--- src/common/msm_map.svh ---
// Purpose: offsets, field positions, reset values of the mode/map block
// Assumes: register indices are kept as printed; byte address is index times four
// Notes: included by the top module and the decoder
//
// How it works
// registers beat RAM, RAM beats ROM
// boot ROM at BF00-BFFF, bootstrap only; test mode also maps it once a priority write sets bit 7
// expanded modes: program ROM needs enable bit
// single-chip, bootstrap: program ROM always on; in bootstrap an option byte write can clear it
// small EEPROM fixed at B600-B7FF
// large EEPROM default F800, window-select relocates
// two mode pins pick four modes
// pin pairs decode to fixed flag sets
// after reset only latched flags count
// mode-A pin is open-drain instruction strobe
// normal modes vector from FFFA-FFFF
// special modes vector BFFA, test access
// priority register layout at 103C
// priority select resets 0110; upper per mode
// system holds reset while main supply low
// flags load from inverted B and A
// flag write limits in normal modes
// boot enable needs special flag
// one resource selected per access, combinationally
`ifndef MSM_MAP_SVH
`define MSM_MAP_SVH
`define MSM_IDX_PRIO      16'h103C
`define MSM_IDX_INIT      16'h103D
`define MSM_IDX_CFG       16'h103F
`define MSM_IDX_STAT      16'h1040
`define MSM_PRIO_BOOT     7
`define MSM_PRIO_SPECIAL  6
`define MSM_PRIO_MDA      5
`define MSM_PRIO_IRV      4
`define MSM_PSEL_RST      4'h6
`define MSM_INIT_RST      8'h01
`define MSM_CFG_RST       8'hFF
`define MSM_CFG_PROGRAM_ROM_ENABLE     1
`define MSM_CFG_EEON      0
`define MSM_BOOT_BASE     16'hBF00
`define MSM_BOOT_LAST     16'hBFFF
`define MSM_EE512_BASE    16'hB600
`define MSM_EE512_LAST    16'hB7FF
`define MSM_EE2K_LOW      12'h800
`define MSM_REG_SPAN      12'h040
`define MSM_VEC_NORMAL    16'hFFFA
`define MSM_VEC_SPECIAL   16'hBFFA
`define MSM_RESP_OKAY     2'h0
`define MSM_RESP_SLVERR   2'h2
`endif

--- src/common/msm_pkg.sv ---
// Purpose: types shared by the mode/map block
// Assumes: nothing
// Notes: modes are one-hot
package msm_pkg;
	typedef enum logic [3:0] {
		msm_single  = 4'h1,
		msm_expand  = 4'h2,
		msm_boot    = 4'h4,
		msm_test    = 4'h8
	} msm_mode_t;

	typedef struct packed {
		logic regs;
		logic ram;
		logic boot;
		logic eeprom;
		logic rom;
		logic ext;
	} msm_sel_t;
endpackage

--- src/common/msm_dec_if.sv ---
// Purpose: carries map settings to the address decoder and selects back
// Assumes: one clock domain, purely combinational path
// Notes: none
`timescale 1ns/100ps
interface msm_dec_if;
	logic [15:0]        addr;
	logic               access;
	logic [3:0]         reg_page;
	logic [3:0]         ram_page;
	logic               boot_on;
	logic               ee_on;
	logic [3:0]         ee_window;
	logic               rom_on;
	msm_pkg::msm_sel_t  sel;

	modport ctl (output addr, access, reg_page, ram_page, boot_on, ee_on, ee_window, rom_on,
		input sel);
	modport dec (input addr, access, reg_page, ram_page, boot_on, ee_on, ee_window, rom_on,
		output sel);
endinterface

--- src/hw/msm_top.sv ---
// Purpose: mode latching, mode/map registers and memory-map decode
// Assumes: AXI4-Lite master keeps one read and one write outstanding at most
// Notes: eeprom in the large variant shares read timing with rom
//
// The AXI4-Lite register port is this design's own decision.
`timescale 1ns/100ps
`include "msm_map.svh"
module msm_top #(
	parameter int          AW        = 18,
	parameter int          RAM_BYTES = 512,
	parameter logic [15:0] ROM_BASE  = 16'hD000,
	parameter bit          EE_2K     = 1'b0,
	parameter logic [7:0]  CFG_INIT  = `MSM_CFG_RST
) (
	input  wire logic          clock,
	input  wire logic          rst,
	input  wire logic [AW-1:0] s_axi_awaddr,
	input  wire logic [2:0]    s_axi_awprot,
	input  wire logic          s_axi_awvalid,
	output logic               s_axi_awready,
	input  wire logic [31:0]   s_axi_wdata,
	input  wire logic [3:0]    s_axi_wstrb,
	input  wire logic          s_axi_wvalid,
	output logic               s_axi_wready,
	output logic [1:0]         s_axi_bresp,
	output logic               s_axi_bvalid,
	input  wire logic          s_axi_bready,
	input  wire logic [AW-1:0] s_axi_araddr,
	input  wire logic [2:0]    s_axi_arprot,
	input  wire logic          s_axi_arvalid,
	output logic               s_axi_arready,
	output logic [31:0]        s_axi_rdata,
	output logic [1:0]         s_axi_rresp,
	output logic               s_axi_rvalid,
	input  wire logic          s_axi_rready,
	input  wire logic          mode_pin_a_in,
	output logic               mode_pin_a_out,
	output logic               mode_pin_a_oe_n,
	input  wire logic          mode_pin_b_in,
	input  wire logic [15:0]   cpu_addr,
	input  wire logic          cpu_access,
	input  wire logic          cpu_insn_first,
	output logic               sel_regs,
	output logic               sel_ram,
	output logic               sel_boot,
	output logic               sel_eeprom,
	output logic               sel_rom,
	output logic               sel_ext,
	output logic [15:0]        reset_vector,
	output logic               special_mode_flag,
	output logic               mode_select_a_flag,
	output logic               boot_rom_enable,
	output logic               test_access,
	output logic               eclock_off,
	output logic               read_visibility,
	output logic               mode_latched
);
	logic                pin_a;
	logic                pin_b;
	logic                latched_ff;
	logic                boot_ff;
	logic                special_ff;
	logic                mda_ff;
	logic                irv_ff;
	logic [3:0]          psel_ff;
	logic                mda_once_ff;
	logic                irv_once_ff;
	logic [7:0]          init_ff;
	logic                init_once_ff;
	logic [7:0]          cfg_byte_ff;
	logic [7:0]          cfg_latch_ff;
	logic                strobe_ff;
	logic                aw_held_ff;
	logic [AW-1:0]       aw_addr_ff;
	logic                w_held_ff;
	logic [31:0]         w_data_ff;
	logic [3:0]          w_strb_ff;
	logic                bvalid_ff;
	logic [1:0]          bresp_ff;
	logic                rvalid_ff;
	logic [31:0]         rdata_ff;
	logic [1:0]          rresp_ff;
	logic                wr_go;
	logic                wr_lane;
	logic [7:0]          wr_byte;
	logic                wr_prio;
	logic                wr_init;
	logic                wr_cfg;
	logic                wr_hit;
	logic                rd_go;
	logic [15:0]         rd_idx;
	logic [15:0]         wr_idx;
	logic [7:0]          prio_view;
	logic [7:0]          nxt_rdata;
	logic                nxt_rhit;
	msm_pkg::msm_mode_t  mode;
	msm_pkg::msm_mode_t  pin_mode;

	msm_dec_if dec_bus ();

	msm_sync sync_a (
		.clock (clock),
		.pin   (mode_pin_a_in),
		.level (pin_a)
	);

	msm_sync sync_b (
		.clock (clock),
		.pin   (mode_pin_b_in),
		.level (pin_b)
	);

	// mode from the pins, used only at the latch edge
	always_comb begin
		unique case ({pin_b, pin_a})
			2'b10:   pin_mode = msm_pkg::msm_single;
			2'b11:   pin_mode = msm_pkg::msm_expand;
			2'b00:   pin_mode = msm_pkg::msm_boot;
			2'b01:   pin_mode = msm_pkg::msm_test;
		endcase
	end

	// running mode follows the flags alone
	always_comb begin
		unique case ({special_ff, mda_ff})
			2'b00:   mode = msm_pkg::msm_single;
			2'b01:   mode = msm_pkg::msm_expand;
			2'b10:   mode = msm_pkg::msm_boot;
			2'b11:   mode = msm_pkg::msm_test;
		endcase
	end

	// axi write channel
	always_comb begin
		wr_go   = aw_held_ff && w_held_ff && !bvalid_ff;
		wr_idx  = aw_addr_ff[AW-1:2];
		wr_lane = w_strb_ff[0];
		wr_byte = w_data_ff[7:0];
		wr_prio = wr_go && wr_lane && (wr_idx == `MSM_IDX_PRIO);
		wr_init = wr_go && wr_lane && (wr_idx == `MSM_IDX_INIT);
		wr_cfg  = wr_go && wr_lane && (wr_idx == `MSM_IDX_CFG);
		wr_hit  = (wr_idx == `MSM_IDX_PRIO) || (wr_idx == `MSM_IDX_INIT)
			|| (wr_idx == `MSM_IDX_CFG) || (wr_idx == `MSM_IDX_STAT);
	end

	always_ff @(posedge clock or posedge rst) begin
		if (rst) begin
			aw_held_ff <= 1'b0;
			aw_addr_ff <= '0;
		end else if (s_axi_awvalid && s_axi_awready) begin
			aw_held_ff <= 1'b1;
			aw_addr_ff <= s_axi_awaddr;
		end else if (wr_go) begin
			aw_held_ff <= 1'b0;
		end
	end

	always_ff @(posedge clock or posedge rst) begin
		if (rst) begin
			w_held_ff <= 1'b0;
			w_data_ff <= '0;
			w_strb_ff <= '0;
		end else if (s_axi_wvalid && s_axi_wready) begin
			w_held_ff <= 1'b1;
			w_data_ff <= s_axi_wdata;
			w_strb_ff <= s_axi_wstrb;
		end else if (wr_go) begin
			w_held_ff <= 1'b0;
		end
	end

	always_ff @(posedge clock or posedge rst) begin
		if (rst) begin
			bvalid_ff <= 1'b0;
			bresp_ff  <= `MSM_RESP_OKAY;
		end else if (wr_go) begin
			bvalid_ff <= 1'b1;
			bresp_ff  <= wr_hit ? `MSM_RESP_OKAY : `MSM_RESP_SLVERR;
		end else if (s_axi_bready) begin
			bvalid_ff <= 1'b0;
		end
	end

	// mode latch on the first edge after reset release
	always_ff @(posedge clock or posedge rst) begin
		if (rst) begin
			latched_ff <= 1'b0;
		end else begin
			latched_ff <= 1'b1;
		end
	end

	// priority/miscellaneous register
	always_ff @(posedge clock or posedge rst) begin
		if (rst) begin
			boot_ff     <= 1'b0;
			special_ff  <= 1'b0;
			mda_ff      <= 1'b0;
			irv_ff      <= 1'b0;
			psel_ff     <= `MSM_PSEL_RST;
			mda_once_ff <= 1'b0;
			irv_once_ff <= 1'b0;
		end else if (!latched_ff) begin
			special_ff <= !pin_b;
			mda_ff     <= pin_a;
			boot_ff    <= (pin_mode == msm_pkg::msm_boot);
			irv_ff     <= (pin_mode == msm_pkg::msm_test);
			psel_ff    <= `MSM_PSEL_RST;
		end else if (wr_prio) begin
			psel_ff <= wr_byte[3:0];
			if (special_ff) begin
				boot_ff <= wr_byte[`MSM_PRIO_BOOT];
				mda_ff  <= wr_byte[`MSM_PRIO_MDA];
			end else if (!mda_once_ff) begin
				mda_ff      <= wr_byte[`MSM_PRIO_MDA];
				mda_once_ff <= 1'b1;
			end
			// special flag may be cleared, never set
			special_ff <= special_ff && wr_byte[`MSM_PRIO_SPECIAL];
			// read-visibility bit takes one write in any mode
			if (!irv_once_ff) begin
				irv_ff      <= wr_byte[`MSM_PRIO_IRV];
				irv_once_ff <= 1'b1;
			end
		end
	end

	// ram and register placement, write once outside special modes
	always_ff @(posedge clock or posedge rst) begin
		if (rst) begin
			init_ff      <= `MSM_INIT_RST;
			init_once_ff <= 1'b0;
		end else if (wr_init && (special_ff || !init_once_ff)) begin
			init_ff      <= wr_byte;
			init_once_ff <= 1'b1;
		end
	end

	// option byte, reset to CFG_INIT and written in any mode; its working latches, loaded at reset exit and by option byte writes in special modes
	always_ff @(posedge clock or posedge rst) begin
		if (rst) begin
			cfg_byte_ff <= CFG_INIT;
		end else if (wr_cfg) begin
			cfg_byte_ff <= wr_byte;
		end
	end

	always_ff @(posedge clock or posedge rst) begin
		if (rst) begin
			cfg_latch_ff <= '0;
		end else if (!latched_ff) begin
			cfg_latch_ff <= cfg_byte_ff;
			if (pin_mode == msm_pkg::msm_single || pin_mode == msm_pkg::msm_boot) begin
				cfg_latch_ff[`MSM_CFG_PROGRAM_ROM_ENABLE] <= 1'b1;
			end
		end else if (wr_cfg && special_ff) begin
			cfg_latch_ff <= wr_byte;
		end
	end

	// axi read channel
	always_comb begin
		rd_go     = s_axi_arvalid && s_axi_arready;
		rd_idx    = s_axi_araddr[AW-1:2];
		prio_view = {boot_ff, special_ff, mda_ff, irv_ff, psel_ff};
		nxt_rhit  = 1'b1;
		unique case (rd_idx)
			`MSM_IDX_PRIO: nxt_rdata = prio_view;
			`MSM_IDX_INIT: nxt_rdata = init_ff;
			`MSM_IDX_CFG:  nxt_rdata = cfg_latch_ff;
			`MSM_IDX_STAT: nxt_rdata = {3'h0, latched_ff, mode};
			default: begin
				nxt_rdata = 8'h00;
				nxt_rhit  = 1'b0;
			end
		endcase
	end

	always_ff @(posedge clock or posedge rst) begin
		if (rst) begin
			rvalid_ff <= 1'b0;
			rdata_ff  <= '0;
			rresp_ff  <= `MSM_RESP_OKAY;
		end else if (rd_go) begin
			rvalid_ff <= 1'b1;
			rdata_ff  <= {24'h000000, nxt_rdata};
			rresp_ff  <= nxt_rhit ? `MSM_RESP_OKAY : `MSM_RESP_SLVERR;
		end else if (s_axi_rready) begin
			rvalid_ff <= 1'b0;
		end
	end

	// instruction-load strobe on the shared mode-A pin
	always_ff @(posedge clock or posedge rst) begin
		if (rst) begin
			strobe_ff <= 1'b0;
		end else begin
			strobe_ff <= latched_ff && cpu_insn_first;
		end
	end

	// map settings to the decoder
	always_comb begin
		dec_bus.addr      = cpu_addr;
		dec_bus.access    = cpu_access && latched_ff;
		dec_bus.reg_page  = init_ff[3:0];
		dec_bus.ram_page  = init_ff[7:4];
		dec_bus.boot_on   = boot_ff && special_ff;
		dec_bus.ee_on     = cfg_latch_ff[`MSM_CFG_EEON];
		dec_bus.ee_window = EE_2K ? cfg_latch_ff[7:4] : 4'hF;
		dec_bus.rom_on    = cfg_latch_ff[`MSM_CFG_PROGRAM_ROM_ENABLE];
	end

	msm_decode #(
		.RAM_BYTES (RAM_BYTES),
		.ROM_BASE  (ROM_BASE),
		.EE_2K     (EE_2K)
	) decode (
		.dec (dec_bus)
	);

	assign s_axi_awready      = !aw_held_ff && !bvalid_ff;
	assign s_axi_wready       = !w_held_ff && !bvalid_ff;
	assign s_axi_bvalid       = bvalid_ff;
	assign s_axi_bresp        = bresp_ff;
	assign s_axi_arready      = !rvalid_ff;
	assign s_axi_rvalid       = rvalid_ff;
	assign s_axi_rdata        = rdata_ff;
	assign s_axi_rresp        = rresp_ff;
	assign mode_pin_a_out     = 1'b0;
	assign mode_pin_a_oe_n    = !strobe_ff;
	assign sel_regs           = dec_bus.sel.regs;
	assign sel_ram            = dec_bus.sel.ram;
	assign sel_boot           = dec_bus.sel.boot;
	assign sel_eeprom         = dec_bus.sel.eeprom;
	assign sel_rom            = dec_bus.sel.rom;
	assign sel_ext            = dec_bus.sel.ext;
	assign reset_vector       = special_ff ? `MSM_VEC_SPECIAL : `MSM_VEC_NORMAL;
	assign special_mode_flag  = special_ff;
	assign mode_select_a_flag = mda_ff;
	assign boot_rom_enable    = boot_ff;
	assign test_access        = special_ff;
	assign eclock_off         = irv_ff && !mda_ff;
	assign read_visibility    = irv_ff && mda_ff;
	assign mode_latched       = latched_ff;
endmodule

--- src/hw/msm_sync.sv ---
// Purpose: two-flop synchroniser for a pin level
// Assumes: pin is asynchronous to clock
// Notes: left unreset so it follows the pin while reset is held
`timescale 1ns/100ps
module msm_sync (
	input  wire logic clock,
	input  wire logic pin,
	output logic      level
);
	logic meta_ff;
	logic level_ff;

	always_ff @(posedge clock) begin
		meta_ff  <= pin;
		level_ff <= meta_ff;
	end

	assign level = level_ff;
endmodule

--- src/hw/msm_decode.sv ---
// Purpose: resolves an access address to one on-chip resource or the external bus
// Assumes: settings are stable during the access
// Notes: fixed priority, single select
`timescale 1ns/100ps
`include "msm_map.svh"
module msm_decode #(
	parameter int          RAM_BYTES = 512,
	parameter logic [15:0] ROM_BASE  = 16'hD000,
	parameter bit          EE_2K     = 1'b0
) (
	msm_dec_if.dec dec
);
	logic hit_reg;
	logic hit_ram;
	logic hit_boot;
	logic hit_ee;
	logic hit_rom;

	always_comb begin
		hit_reg  = (dec.addr[15:12] == dec.reg_page) && (dec.addr[11:0] < `MSM_REG_SPAN);
		hit_ram  = (dec.addr[15:12] == dec.ram_page) && ({4'h0, dec.addr[11:0]} < 16'(RAM_BYTES));
		hit_boot = dec.boot_on && (dec.addr >= `MSM_BOOT_BASE) && (dec.addr <= `MSM_BOOT_LAST);
		if (EE_2K) begin
			hit_ee = dec.ee_on && (dec.addr[15:12] == dec.ee_window)
				&& (dec.addr[11:0] >= `MSM_EE2K_LOW);
		end else begin
			hit_ee = dec.ee_on && (dec.addr >= `MSM_EE512_BASE)
				&& (dec.addr <= `MSM_EE512_LAST);
		end
		hit_rom  = dec.rom_on && (dec.addr >= ROM_BASE);
		dec.sel  = '0;
		if (dec.access) begin
			if (hit_reg) begin
				dec.sel.regs = 1'b1;
			end else if (hit_ram) begin
				dec.sel.ram = 1'b1;
			end else if (hit_boot) begin
				dec.sel.boot = 1'b1;
			end else if (hit_ee) begin
				dec.sel.eeprom = 1'b1;
			end else if (hit_rom) begin
				dec.sel.rom = 1'b1;
			end else begin
				dec.sel.ext = 1'b1;
			end
		end
	end
endmodule

--- config.mk ---
export PLATFORM = sky130hd
export DESIGN_NAME = msm_top
export DESIGN_NICKNAME = d
export VERILOG_FILES = /design/src/common/msm_pkg.sv /design/src/common/msm_dec_if.sv /design/src/hw/msm_top.sv /design/src/hw/msm_sync.sv /design/src/hw/msm_decode.sv
export VERILOG_INCLUDE_DIRS = /design/src /design/src/common
export SDC_FILE = /design/constraint.sdc
export NUM_CORES = 1
export LEC_CHECK = 0
export ABC_AREA = 1
export ABC_CLOCK_PERIOD_IN_PS = 2600
export BUFFER_PORTS_ARGS = -buffer_cell sky130_fd_sc_hd__buf_2
export CAP_MARGIN = 5
export CORE_MARGIN = 4
export CORE_UTILIZATION = 25
export DETAILED_ROUTE_END_ITERATION = 6
export GPL_TIMING_DRIVEN = 0
export PLACE_DENSITY = 0.54
export SYNTH_ARGS = -nofsm -noshare
export SYNTH_HDL_FRONTEND = slang
export SYNTH_SLANG_ARGS = --single-unit
--- constraint.sdc ---
create_clock -name clock -period 2.6 [get_ports clock]
set_input_delay 0.13 -clock clock [delete_from_list [all_inputs] [get_ports clock]]
set_output_delay 0.13 -clock clock [all_outputs]
set_load 0.02 [all_outputs]
Word level (Yosys, flattened, before mapping)
Cells that the tools add are included.
- input port bits: 105
- memories: 0
- latch bits: 0
- output and inout port bits: 72
- ROM bits: 0
- bits in writable memories: 0
- bits in registers: 84
- word-level logic and storage cells: 152
- shifts and indexed selects: 0
- div/mod/pow operators: 0
- order comparisons: 7
- add/subtract/negate cells: 0
- muxes and demuxes: 42
- equality and inequality tests: 24
- bitwise gates (word level): 1
- multipliers: 0
- reduce and logical (&&, ||, !) cells: 51
- operators with widths (kind ; number):
    equality test 16 x 13 -> 1 bit, second input constant ; 8
    >= comparator 16 bit, second input constant ; 3
    <= comparator 16 bit, second input constant ; 2
    case mux 4 bit (4 select lines) ; 2
    case mux 8 bit (4 select lines) ; 1
    2-to-1 mux 1 bit ; 27
    logical AND 1 bit ; 26
    2-to-1 mux 8 bit ; 2
    2-to-1 mux 15 bit ; 1
    < comparator 12 x 10 -> 1 bit, second input constant ; 1
    < comparator 12 x 7 -> 1 bit, second input constant ; 1
    2-to-1 mux 4 bit ; 3
    equality test 2 bit, second input constant ; 4
    equality test 4 bit ; 2
    logical NOT 1 bit ; 8
    AND reduction 2 bit ; 4
    nonzero test 2 bit ; 4
    2-to-1 mux 2 bit ; 3
    2-to-1 mux 6 bit ; 1
    inequality test 2 x 1 -> 1 bit, second input constant ; 3
    logical OR 1 bit ; 5
    2-to-1 mux 5 bit ; 1
    equality test 2 x 1 -> 1 bit, second input constant ; 2
    equality test 4 x 1 -> 1 bit, second input constant ; 1
    9 further kinds ; 10

Longest topological paths before layout
Gate-level depths: netlist (run 1).
- depth in word-level cells: 8
- gate-level depth with buffers: 10
- mapped depth without buffers: 9

Hierarchy
From an unflattened synthesis (run 1), not the netlist that was laid out.
- cells, all modules: 557
- area, all modules: 4439.3 um^2
- modules (own cells, without submodules) (module ; area an instance (um^2) ; cells an instance ; instances):
    msm_top ; 4048.9 ; 478 ; 1
    msm_decode ; 310.3 ; 75 ; 1
    msm_sync ; 40.0 ; 2 ; 2

Least setup slack after synthesis (run 1)
OpenSTA, ideal clock, no wires.
- kind: reg2out
- start point: register latched_ff (netlist: mode_latched)
- end point: output port sel_boot
- cell stages (with the launch flop): 6
- arrival time: 1.481 ns
- slack: 0.989 ns
- buffers on the path: 1
- data required time: 2.470 ns
- cells stage by stage: dfrtp_1 buf_2 nand2_1 inv_1 nand2_1 nor3b_1
- word-level cells in the longest chain between the ends: 2
- ends and longest elaborated chain (item ; RTL line ; text):
    from (decl) ; msm_top.sv:60 ; logic latched_ff;
    from (signal assigned) ; msm_top.sv:187 ; latched_ff <= 1'b0;
    from (signal assigned) ; msm_top.sv:189 ; latched_ff <= 1'b1;
    logical AND 1 bit ; msm_top.sv:305 ; dec_bus.access = cpu_access && latched_ff;
    2-to-1 mux 6 bit ; msm_decode.sv:32 ; if (dec.access) begin
    to (decl) ; msm_top.sv:45 ; output logic sel_boot,
No other way between the ends.

Final worst setup path (run 1)
- start point: register init_ff[6]
- end point: output port sel_eeprom
- word-level cells in the longest chain between the ends: 5
- ends and longest elaborated chain (item ; RTL line ; text):
    from (decl) ; msm_top.sv:68 ; logic [7:0] init_ff;
    from (signal assigned) ; msm_top.sv:231 ; init_ff <= `MSM_INIT_RST;
    from (signal assigned) ; msm_top.sv:234 ; init_ff <= wr_byte;
    equality test 4 bit ; msm_decode.sv:21 ; hit_ram = (dec.addr[15:12] == dec.ram_page) && ({4'h0, dec.addr[11:0]} < 16'(RAM_BYTES));
    logical AND 1 bit ; msm_decode.sv:21 ;
    2-to-1 mux 4 bit ; msm_decode.sv:35 ; end else if (hit_ram) begin
    2-to-1 mux 5 bit ; msm_decode.sv:33 ; if (hit_reg) begin
    2-to-1 mux 6 bit ; msm_decode.sv:32 ;
    to (decl) ; msm_top.sv:46 ; output logic sel_eeprom,
No other way between the ends.

==> results of run 1 <==
==> per-layer routing <==
| layer | GRT usage | part of all wire |
|---|---|---|
| met5 | 0 | 0 |
| met4 | 0.0333 | 0.013 |
| met3 | 0.0273 | 0.060 |
| met2 | 0.179 | 0.46 |
| met1 | 0.149 | 0.47 |
==> cell type report <==
cell class | instances | share of cell area
Clock buffer | 11 | 0.0404
Sequential cell | 80 | 0.346
Buffer | 58 | 0.0721
Tap cell | 225 | 0.0489
Multi-Input combinational cell | 391 | 0.348
Inverter | 51 | 0.0337
Clock inverter | 5 | 0.0111
Timing Repair Buffer | 104 | 0.0995
==> registers in the layout, summed over array words and instances, names as in the netlist, 4 cells and up <==
| name | flops |
|---|---|
| w_data_ff | 8 |
| init_ff | 8 |
| aw_addr_ff | 16 |
| cfg_byte_ff | 8 |
| psel_ff | 4 |
| s_axi_rdata | 8 |
| cfg_latch_ff | 8 |
==> where the power goes <==
group          internal, mW  switching, mW
Combinational         0.419          0.729
Sequential             1.51          0.191
Clock                 0.753          0.533
==> metrics by stage <==
step | hold slack, ns | std cells | TNS (ns) | total power, mW
after global routing | 0.0131 | 925 | 0 | 4.40
after detailed placement | 0.0593 | 903 | 0 | 2.89
after CTS | 0.00166 | 925 | 0 | 4.20
after global placement | 0.234 | 902 | -37.45 | 2.86
final | 0.0108 | 925 | 0 | 4.14
after floorplan | 0.158 | 580 | 0 | 2.54
==> cells by family after synthesis <==
| family | after synthesis | synth area share |
|---|---|---|
| simple gates | 272 | 0.298 |
| mux | 8 | 0.0202 |
| other cells | 2 | 0.00169 |
| compound gates | 64 | 0.0874 |
| xor+xnor | 4 | 0.00787 |
| flops | 80 | 0.448 |
| buf+inv | 109 | 0.136 |
==> worst max-delay path: stages, from the launching register on <==
cell and delay, ns:
dfrtp_1 0.43, or2_2 0.31, a21oi_1 0.14, nand3_1 0.15, nand4_1 0.15, nor2_1 0.06
buf_2 0.15
==> how the worst max path moves through the flow <==
stage,to,depth (start not counted),startpoint
final,sel_eeprom,6,init_ff[6]$_DFFE_PP0P_
after global routing,sel_boot,6,mode_latched$_DFF_PP0_
after CTS,sel_eeprom,6,init_ff[6]$_DFFE_PP0P_
after detailed placement,psel_ff[3]$_DFFE_PP0P_,4,mode_latched$_DFF_PP0_
after global placement,mode_latched$_DFF_PP0_,2,rst
after floorplan,aw_addr_ff[10]$_DFFE_PP0P_,1,rst
==> Yosys cell counts (2+ instances only) <==
cell type	n
a21oi_1	21
buf_2	5
buf_4	45
buf_6	3
clkbuf_1	5
conb_1	2
dfrtp_1	65
dfstp_2	11
dfxtp_1	4
inv_1	49
inv_2	2
mux2_2	8
nand2_1	113
nand2_2	5
nand2_4	3
nand3_1	63
nand3_4	4
nand4_1	7
nor2_1	55
nor2_2	6
nor2_4	4
nor2_8	2
nor3_1	2
o21ai_0	21
o21ai_1	3
o21ai_2	16
or2_2	3
xor2_1	3
==> metrics.txt, run 1 <==
hold path endpoint=aw_addr_ff[8]$_DFFE_PP0P_; hold_buf cts=6; min Tclk post-route=1.87 ns; final net count=800; Worst-Skew Late Latency=0.35 ns; Synth top area share=0.365; WHS Path Cells=2; clk root buf=clkbuf_16; Sequential Area=2000 um^2; Arr. time, crit path=1.74 ns; Die H=141 um; Cells after Synth=539; CTS resizes=0; Hold Fails Final Rpt=0; Placed Area=5400 um^2; vias in the first global route=3511; GR Util All Layers=0.111; share of cells above drive strength 1=0.333; hpwl dp=8660 um; Clk pin slew, worst setup/hold paths=0.07 ns; Slew Limit Fails=0; Antenna Nets Post-Route=0; Pre-antenna DRT Iters=4; area occupied by multi-input gates=2000 um^2; total gr overflow=0; Layout area overhead=29.4%; Slew HR=0.665; setup ws final=0.735 ns; Crit Path Class=flip-flop to primary output; clock buffer depth=2; synth warn=0; most frequent cells in the layout=113 x nand2_1, 102 x buf_2, 65 x dfrtp_1; Worst R2R Start=mode_latched$_DFF_PP0_; Starting DRT DRC Count=192; worst-margin pin slew=0.503 ns; max-cap viol count=0; std cell rows=48; clock sinks=80; hold_sp=s_axi_awaddr[8]; # diodes=0; Critical Path End Type=primary output; worst r2r dst=psel_ff[3]$_DFFE_PP0P_; H-tree depth=3; most common cell after layout, fill and taps aside=nand2_1; count of cell types in the netlist=37; initial core utilization=0.257; Seq cells post-synth=80; Placeable Area=17400 um^2; initial antenna violation count=0; via count=3719; Avg WL per Cell=12.1 um; critical path fanouts, max=4; via-per-instance ratio=4.02; CTS buffer count=9; post-CTS setup buffer count=0; post-synth top area cell=dfrtp_1; final setup vio count=0; hold crit path type=primary input to flip-flop; CTS tree=yes; RSZ-0062 raised after global routing=no; WP data required=2.47 ns; Place WS=1.10 ns; Worst R2R Path Depth=4; Post-Route WL=11200 um; r2r setup slk=1.14 ns; Final Instance Area=5760 um^2; Fmax=0.536 GHz; Post-synth EDFFs=0; port bufs=97; largest net degree at the start of global routing=67; Async SR Flop Fraction=0.950; status=finished, final reports clean; Placer Congestion=0.769; ys flop type=dfrtp_1; VDD IR-drop max=0.000388 V; synth top area cells=dfrtp_1 37%, nand2_1 9.5%, buf_4 7.6%, nand3_1 7.1%, dfstp_2 6.5%; Period Utilization, post-route=0.717; Cell Pwr Density=719 nW/um^2; Mapped Area=4450 um^2; Die X=141 um; Syn Area/Cell=8.26 um^2; global-route wire length before repair=17800 um; I/O pin cnt=177; DRC viols=0; Startpoint Class=flip-flop; Leak=3.04 nW; die area=20000 um^2; register area share after synthesis=0.448; Fill cells=1871; worst clock skew=0.00974 ns; post-layout util=0.332
No activity file was read; power rests on OpenSTA's default activity.
==> inputs of run 2 (changes only) <==
--- a/config.mk
+++ b/config.mk
@@ -7,14 +7,14 @@
 export NUM_CORES = 1
 export LEC_CHECK = 0
 export ABC_AREA = 1
-export ABC_CLOCK_PERIOD_IN_PS = 2600
+export ABC_CLOCK_PERIOD_IN_PS = 1600
 export BUFFER_PORTS_ARGS = -buffer_cell sky130_fd_sc_hd__buf_2
 export CAP_MARGIN = 5
 export CORE_MARGIN = 4
 export CORE_UTILIZATION = 25
 export DETAILED_ROUTE_END_ITERATION = 6
 export GPL_TIMING_DRIVEN = 0
-export PLACE_DENSITY = 0.54
+export PLACE_DENSITY = 0.55
 export SYNTH_ARGS = -nofsm -noshare
 export SYNTH_HDL_FRONTEND = slang
 export SYNTH_SLANG_ARGS = --single-unit
==> constraint.sdc (replaced) <==
create_clock -name clock -period 1.6 [get_ports clock]
set_input_delay 0.08 -clock clock [delete_from_list [all_inputs] [get_ports clock]]
set_output_delay 0.08 -clock clock [all_outputs]
set_load 0.02 [all_outputs]
==> run 2 against run 1 <==
The run now ends with setup timing left. Clock skew about the same. Total power increased by 70%. Via count is 3.2% higher. Setup slack got worse by 0.80 ns. Largest power group unchanged. Critical path type unchanged. Core utilization rose by 1.9 points.
==> metrics.txt, run 2 (synthesis gave the netlist of run 1 again) <==
status=finished, violations left; violated checks=setup timing; Placed Area=5420 um^2; # diodes=0; Placer Congestion=0.785; VDD IR-drop max=0.000550 V; Pre-antenna DRT Iters=4; CTS tree=yes; global-route wire length before repair=18500 um; Slew Limit Fails=0; crit path from=init_ff[6]$_DFFE_PP0P_; Clk pin slew, worst setup/hold paths=0.06 ns; most frequent cells in the layout=112 x nand2_1, 95 x buf_2, 63 x dfrtp_1; largest net degree at the start of global routing=34; final net count=822; worst r2r dst=cfg_latch_ff[4]$_DFFE_PP0P_; min Tclk post-route=1.67 ns; I/O pin cnt=177; GR Util All Layers=0.115; hpwl dp=8920 um; Critical Path Max Stage Delay=0.40 ns; Layout area overhead=36.7%; hold crit path type=primary input to flip-flop; Die X=141 um; Slowest-stage cell, CP=dfrtp_1; final total power=7.04 mW; H-tree depth=3; max-cap viol count=0; Startpoint Class=flip-flop; clock sinks=80; Avg WL per Cell=12.1 um; Cells after DPL=904; Worst R2R Start=s_axi_bvalid$_DFFE_PP0P_; Top reg by flops=aw_addr_ff; share of cells above drive strength 1=0.343; Leak=3.16 nW; r2r setup slk=0.16 ns; Starting DRT DRC Count=263; Die H=141 um; port bufs=97; initial antenna violation count=0; DRC viols=0; via count=3838; final setup vio count=4; Placeable Area=17400 um^2; Period Utilization, post-route=1.04; critical path fanouts, max=3; Layout Cells excl Fill=947; vias in the first global route=3645; total gr overflow=0; Crit Path Class=flip-flop to primary output; initial core utilization=0.257; clk root buf=clkbuf_16; Critical Path End Type=primary output; CTS buffer count=9; Fmax=0.599 GHz; Worst-Skew Late Latency=0.33 ns; WHS=0.00473 ns; Arr. time, crit path=1.59 ns; clock buffer depth=2; most common cell after layout, fill and taps aside=nand2_1; Post-Route WL=11400 um; Antenna Nets Post-Route=0; Hold Fails Final Rpt=0; worst-margin pin slew=0.522 ns; setup ws final=-0.0682 ns; Slew HR=0.652; worst clock skew=0.00969 ns; CP Cell Sequence=or2_4 -> a21oi_2 -> nand3_2 -> nand4_1 -> nor2_1 -> buf_4; Place WS=0.103 ns; hold_sp=s_axi_wdata[5]; Cell Pwr Density=1160 nW/um^2; die area=20000 um^2; std cell rows=48; WP data required=1.52 ns; Worst R2R Path Depth=8; RSZ-0062 raised after global routing=yes; Final Instance Area=6090 um^2; via-per-instance ratio=4.05; number of flip-flops in the largest register=16; Setup crit end=sel_rom
==> run 2: cell types whose count changed in the layout (fill, tap and decap cells not counted), moves of 4 or more <==
cell and delta:
buf_2 -7, buf_6 +4, dlygate4sd3_1 +17, buf_4 +7
==> run 2: what timing repair did <==
| action | 4_1_cts | 5_1_grt |
|---|---|---|
| hold buffers | 23 | 0 |
| hold endpoints to repair | 33 | 0 |
| pin swaps | 3 | 3 |
| resized for setup | 12 | 13 |
| endpoints found under the setup margin | 5 | 12 |
| setup buffers | 3 | 1 |
==> run 2: metrics by stage <==
stage | utilization | TNS, ns
finish | 0.351 | -0.212
global route | 0.351 | -0.704
CTS | 0.348 | -0.516
detailed placement | 0.312 | 0
global placement | 0.310 | 0
floorplan | - | 0
==> run 2: layer usage <==
layer,routed length [um],track usage
met5,0,0
met3,738,0.0249
met2,5340,0.182
met1,5310,0.158
met4,50,0.0318
==> run 2: power breakdown <==
| part | internal [mW] | switching, mW |
|---|---|---|
| clock | 1.53 | 0.823 |
| combinational | 0.721 | 1.21 |
| sequential | 2.46 | 0.299 |
==> run 2: worst min path at each step <==
stage                                            end  slack [ns]  cells after the start
final                       w_data_ff[5]$_DFFE_PP0P_       0.005                      3
after floorplan               sync_a.meta_ff$_DFF_P_        0.11                      0
after detailed placement  s_axi_rdata[3]$_DFFE_PP0P_        0.07                      2
after global routing        w_data_ff[1]$_DFFE_PP0P_        0.02                      3
after CTS                   w_data_ff[1]$_DFFE_PP0P_       0.001                      3
after global placement        sync_b.meta_ff$_DFF_P_        0.18                      1
==> run 2: cell type report <==
type                    count  area (um^2)
multi-input cells         391         2040
inverters                  51          195
repair buffers            126          808
well taps                 225          282
flip-flops and latches     80         2000
clock buffers              11          233
clock inverters             5          106
plain buffers              58          427
fillers                  1832        11300
==> run 2: worst max-delay path, delay by kind of cell (launching register included) <==
family	cells	cell delay [ns]
and+or+nand+nor	4	0.56
buffers and inverters	1	0.16
DFF	1	0.40
AOI/OAI and AO/OA	1	0.15
==> inputs of run 3 (changes only) <==
--- a/config.mk
+++ b/config.mk
@@ -10,6 +10,7 @@
 export ABC_CLOCK_PERIOD_IN_PS = 1600
 export BUFFER_PORTS_ARGS = -buffer_cell sky130_fd_sc_hd__buf_2
 export CAP_MARGIN = 5
+export CORE_ASPECT_RATIO = 0.5
 export CORE_MARGIN = 4
 export CORE_UTILIZATION = 25
 export DETAILED_ROUTE_END_ITERATION = 6
==> run 3 against run 2 <==
The flow still finishes with violations (setup timing). Global-route usage rose by 0.15 points. Final cell count rose by 0.74%. Non-clock buffer count fell by 2. Largest cell class unchanged. Largest power group unchanged. Highest routed layer unchanged.
==> metrics.txt, run 3 (synthesis gave the netlist of run 1 again) <==
status=finished, violations left; violated checks=setup timing; H-tree depth=3; min Tclk post-route=1.66 ns; Slew HR=0.534; critical path fanouts, max=3; Placeable Area=17400 um^2; Top reg by flops=aw_addr_ff; Layout Cells excl Fill=954; Cells after DPL=913; initial antenna violation count=0; Worst R2R Path Depth=6; CTS tree=yes; final setup vio count=5; Clk pwr share=0.310; WP data required=1.52 ns; Worst-Skew Late Latency=0.34 ns; clock sinks=80; Fmax=0.603 GHz; worst clock skew=0.00751 ns; max-cap viol count=0; most frequent cells in the layout=111 x nand2_1, 95 x buf_2, 65 x dfrtp_1; Post-Route WL=11800 um; Hold Fails Final Rpt=0; Arr. time, crit path=1.58 ns; total gr overflow=0; Clk pin slew, worst setup/hold paths=0.06 ns; GR Util All Layers=0.116; die area=20100 um^2; Sw Pwr=2.38 mW; clk root buf=clkbuf_16; Slew Limit Fails=0; DRC viols=0; Logic pwr share=0.286; most common cell after layout, fill and taps aside=nand2_1; Reg power frac=0.405; setup ws final=-0.0576 ns; clock buffer depth=2; Worst R2R Start=s_axi_bvalid$_DFFE_PP0P_; Antenna Nets Post-Route=0; I/O pin cnt=177; via-per-instance ratio=4.07; Setup crit end=sel_rom; hpwl dp=9080 um; Cell Pwr Density=1130 nW/um^2; share of cells above drive strength 1=0.344; Period Utilization, post-route=1.04; initial core utilization=0.255; Die X=197 um; port bufs=97; worst-margin pin slew=0.698 ns; global-route wire length before repair=18400 um; Layout area overhead=35.8%; largest net degree at the start of global routing=30; Avg WL per Cell=12.3 um; vias in the first global route=3626; Crit Path Class=flip-flop to primary output; std cell rows=34; worst r2r dst=init_ff[1]$_DFFE_PP0P_; r2r setup slk=0.16 ns; Startpoint Class=flip-flop; Sw Share=0.349; Critical Path End Type=primary output; Pre-antenna DRT Iters=4; Starting DRT DRC Count=159; Leak=3.14 nW; VDD IR-drop max=0.000515 V; Placed Area=5440 um^2; internal power=4.43 mW; Die H=102 um; Placer Congestion=0.797; CTS buffer count=9; final net count=820; hold crit path type=primary input to flip-flop; # diodes=0; via count=3880; post-layout util=0.347; number of flip-flops in the largest register=16; Place WS=0.0867 ns; crit path from=init_ff[6]$_DFFE_PP0P_; Final Instance Area=6050 um^2; RSZ-0062 raised after global routing=yes
[run 3: changes by cell type in the layout (fill, tap and decap cells not counted), sizes merged]
| cell | previous run | this run |
|---|---|---|
| bufinv | 3 | 1 |
| clkinv | 0 | 2 |
| dlygate4sd3 | 23 | 21 |
| clkbuf | 16 | 15 |
| clkinvlp | 2 | 3 |
[run 3: power by group through the flow]
stage | combinational, mW | sequential [mW] | clock [mW]
5_1_grt | 2.18 | 2.82 | 2.26
2_1_floorplan | 1.35 | 2.77 | 0
3_5_place_dp | 1.92 | 2.80 | 0
4_1_cts | 1.96 | 2.76 | 2.17
6_report | 1.95 | 2.75 | 2.11
3_3_place_gp | 1.86 | 2.78 | 0
[run 3: final cells by class]
cell class                      instances  area, um^2
Inverter                               51         195
Multi-Input combinational cell        391        2040
Tap cell                              234         293
Sequential cell                        80        2000
Timing Repair Buffer                  124         792
Clock buffer                           10         239
Buffer                                 58         423
Clock inverter                          6        67.6
Fill cell                            1841       11400
[run 3: through the flow]
step                      hold slack [ns]  setup TNS, ns  power, mW
final                             0.00898         -0.215       6.81
after global routing              0.00378         -0.704       7.26
after CTS                         0.00426         -0.463       6.90
after detailed placement            0.184              0       4.71
after global placement              0.182              0       4.64
after floorplan                     0.108              0       4.13
[run 3: worst max-delay path, stage by stage (launching register included)]
cell	delay, ns
dfrtp_1	0.43
or2_4	0.26
a21oi_4	0.13
nand3_2	0.10
nand4_1	0.12
nor2_1	0.05
buf_4	0.16
[run 3: worst min path at each step]
stage                         start                         to  slack [ns]  cells after the start
floorplan             mode_pin_a_in     sync_a.meta_ff$_DFF_P_        0.11                      0
global placement      mode_pin_a_in     sync_a.meta_ff$_DFF_P_        0.18                      1
detailed placement    mode_pin_b_in     sync_b.meta_ff$_DFF_P_        0.18                      1
CTS                  s_axi_wdata[4]   w_data_ff[4]$_DFFE_PP0P_       0.004                      3
global route         s_axi_wdata[3]   w_data_ff[3]$_DFFE_PP0P_       0.004                      3
finish              s_axi_awaddr[5]  aw_addr_ff[5]$_DFFE_PP0P_       0.009                      3
[run 3: what timing repair did]
action,4_1_cts,5_1_grt
hold buffers,21,0
setup endpoints to repair,5,19
gates cloned,0,0
gates resized for setup,12,10
buffers inserted,3,1
pin swaps,4,2
hold endpoints to repair,47,0
[run 3: routing by layer]
layer  vias to the layer above  global-route usage  wire length [um]
met5                         -                   0                 0
met4                         0              0.0325               140
met2                        99               0.189              5340
met3                        11              0.0234               571
li1                       2003                   -                 -
met1                      1767               0.159              5690
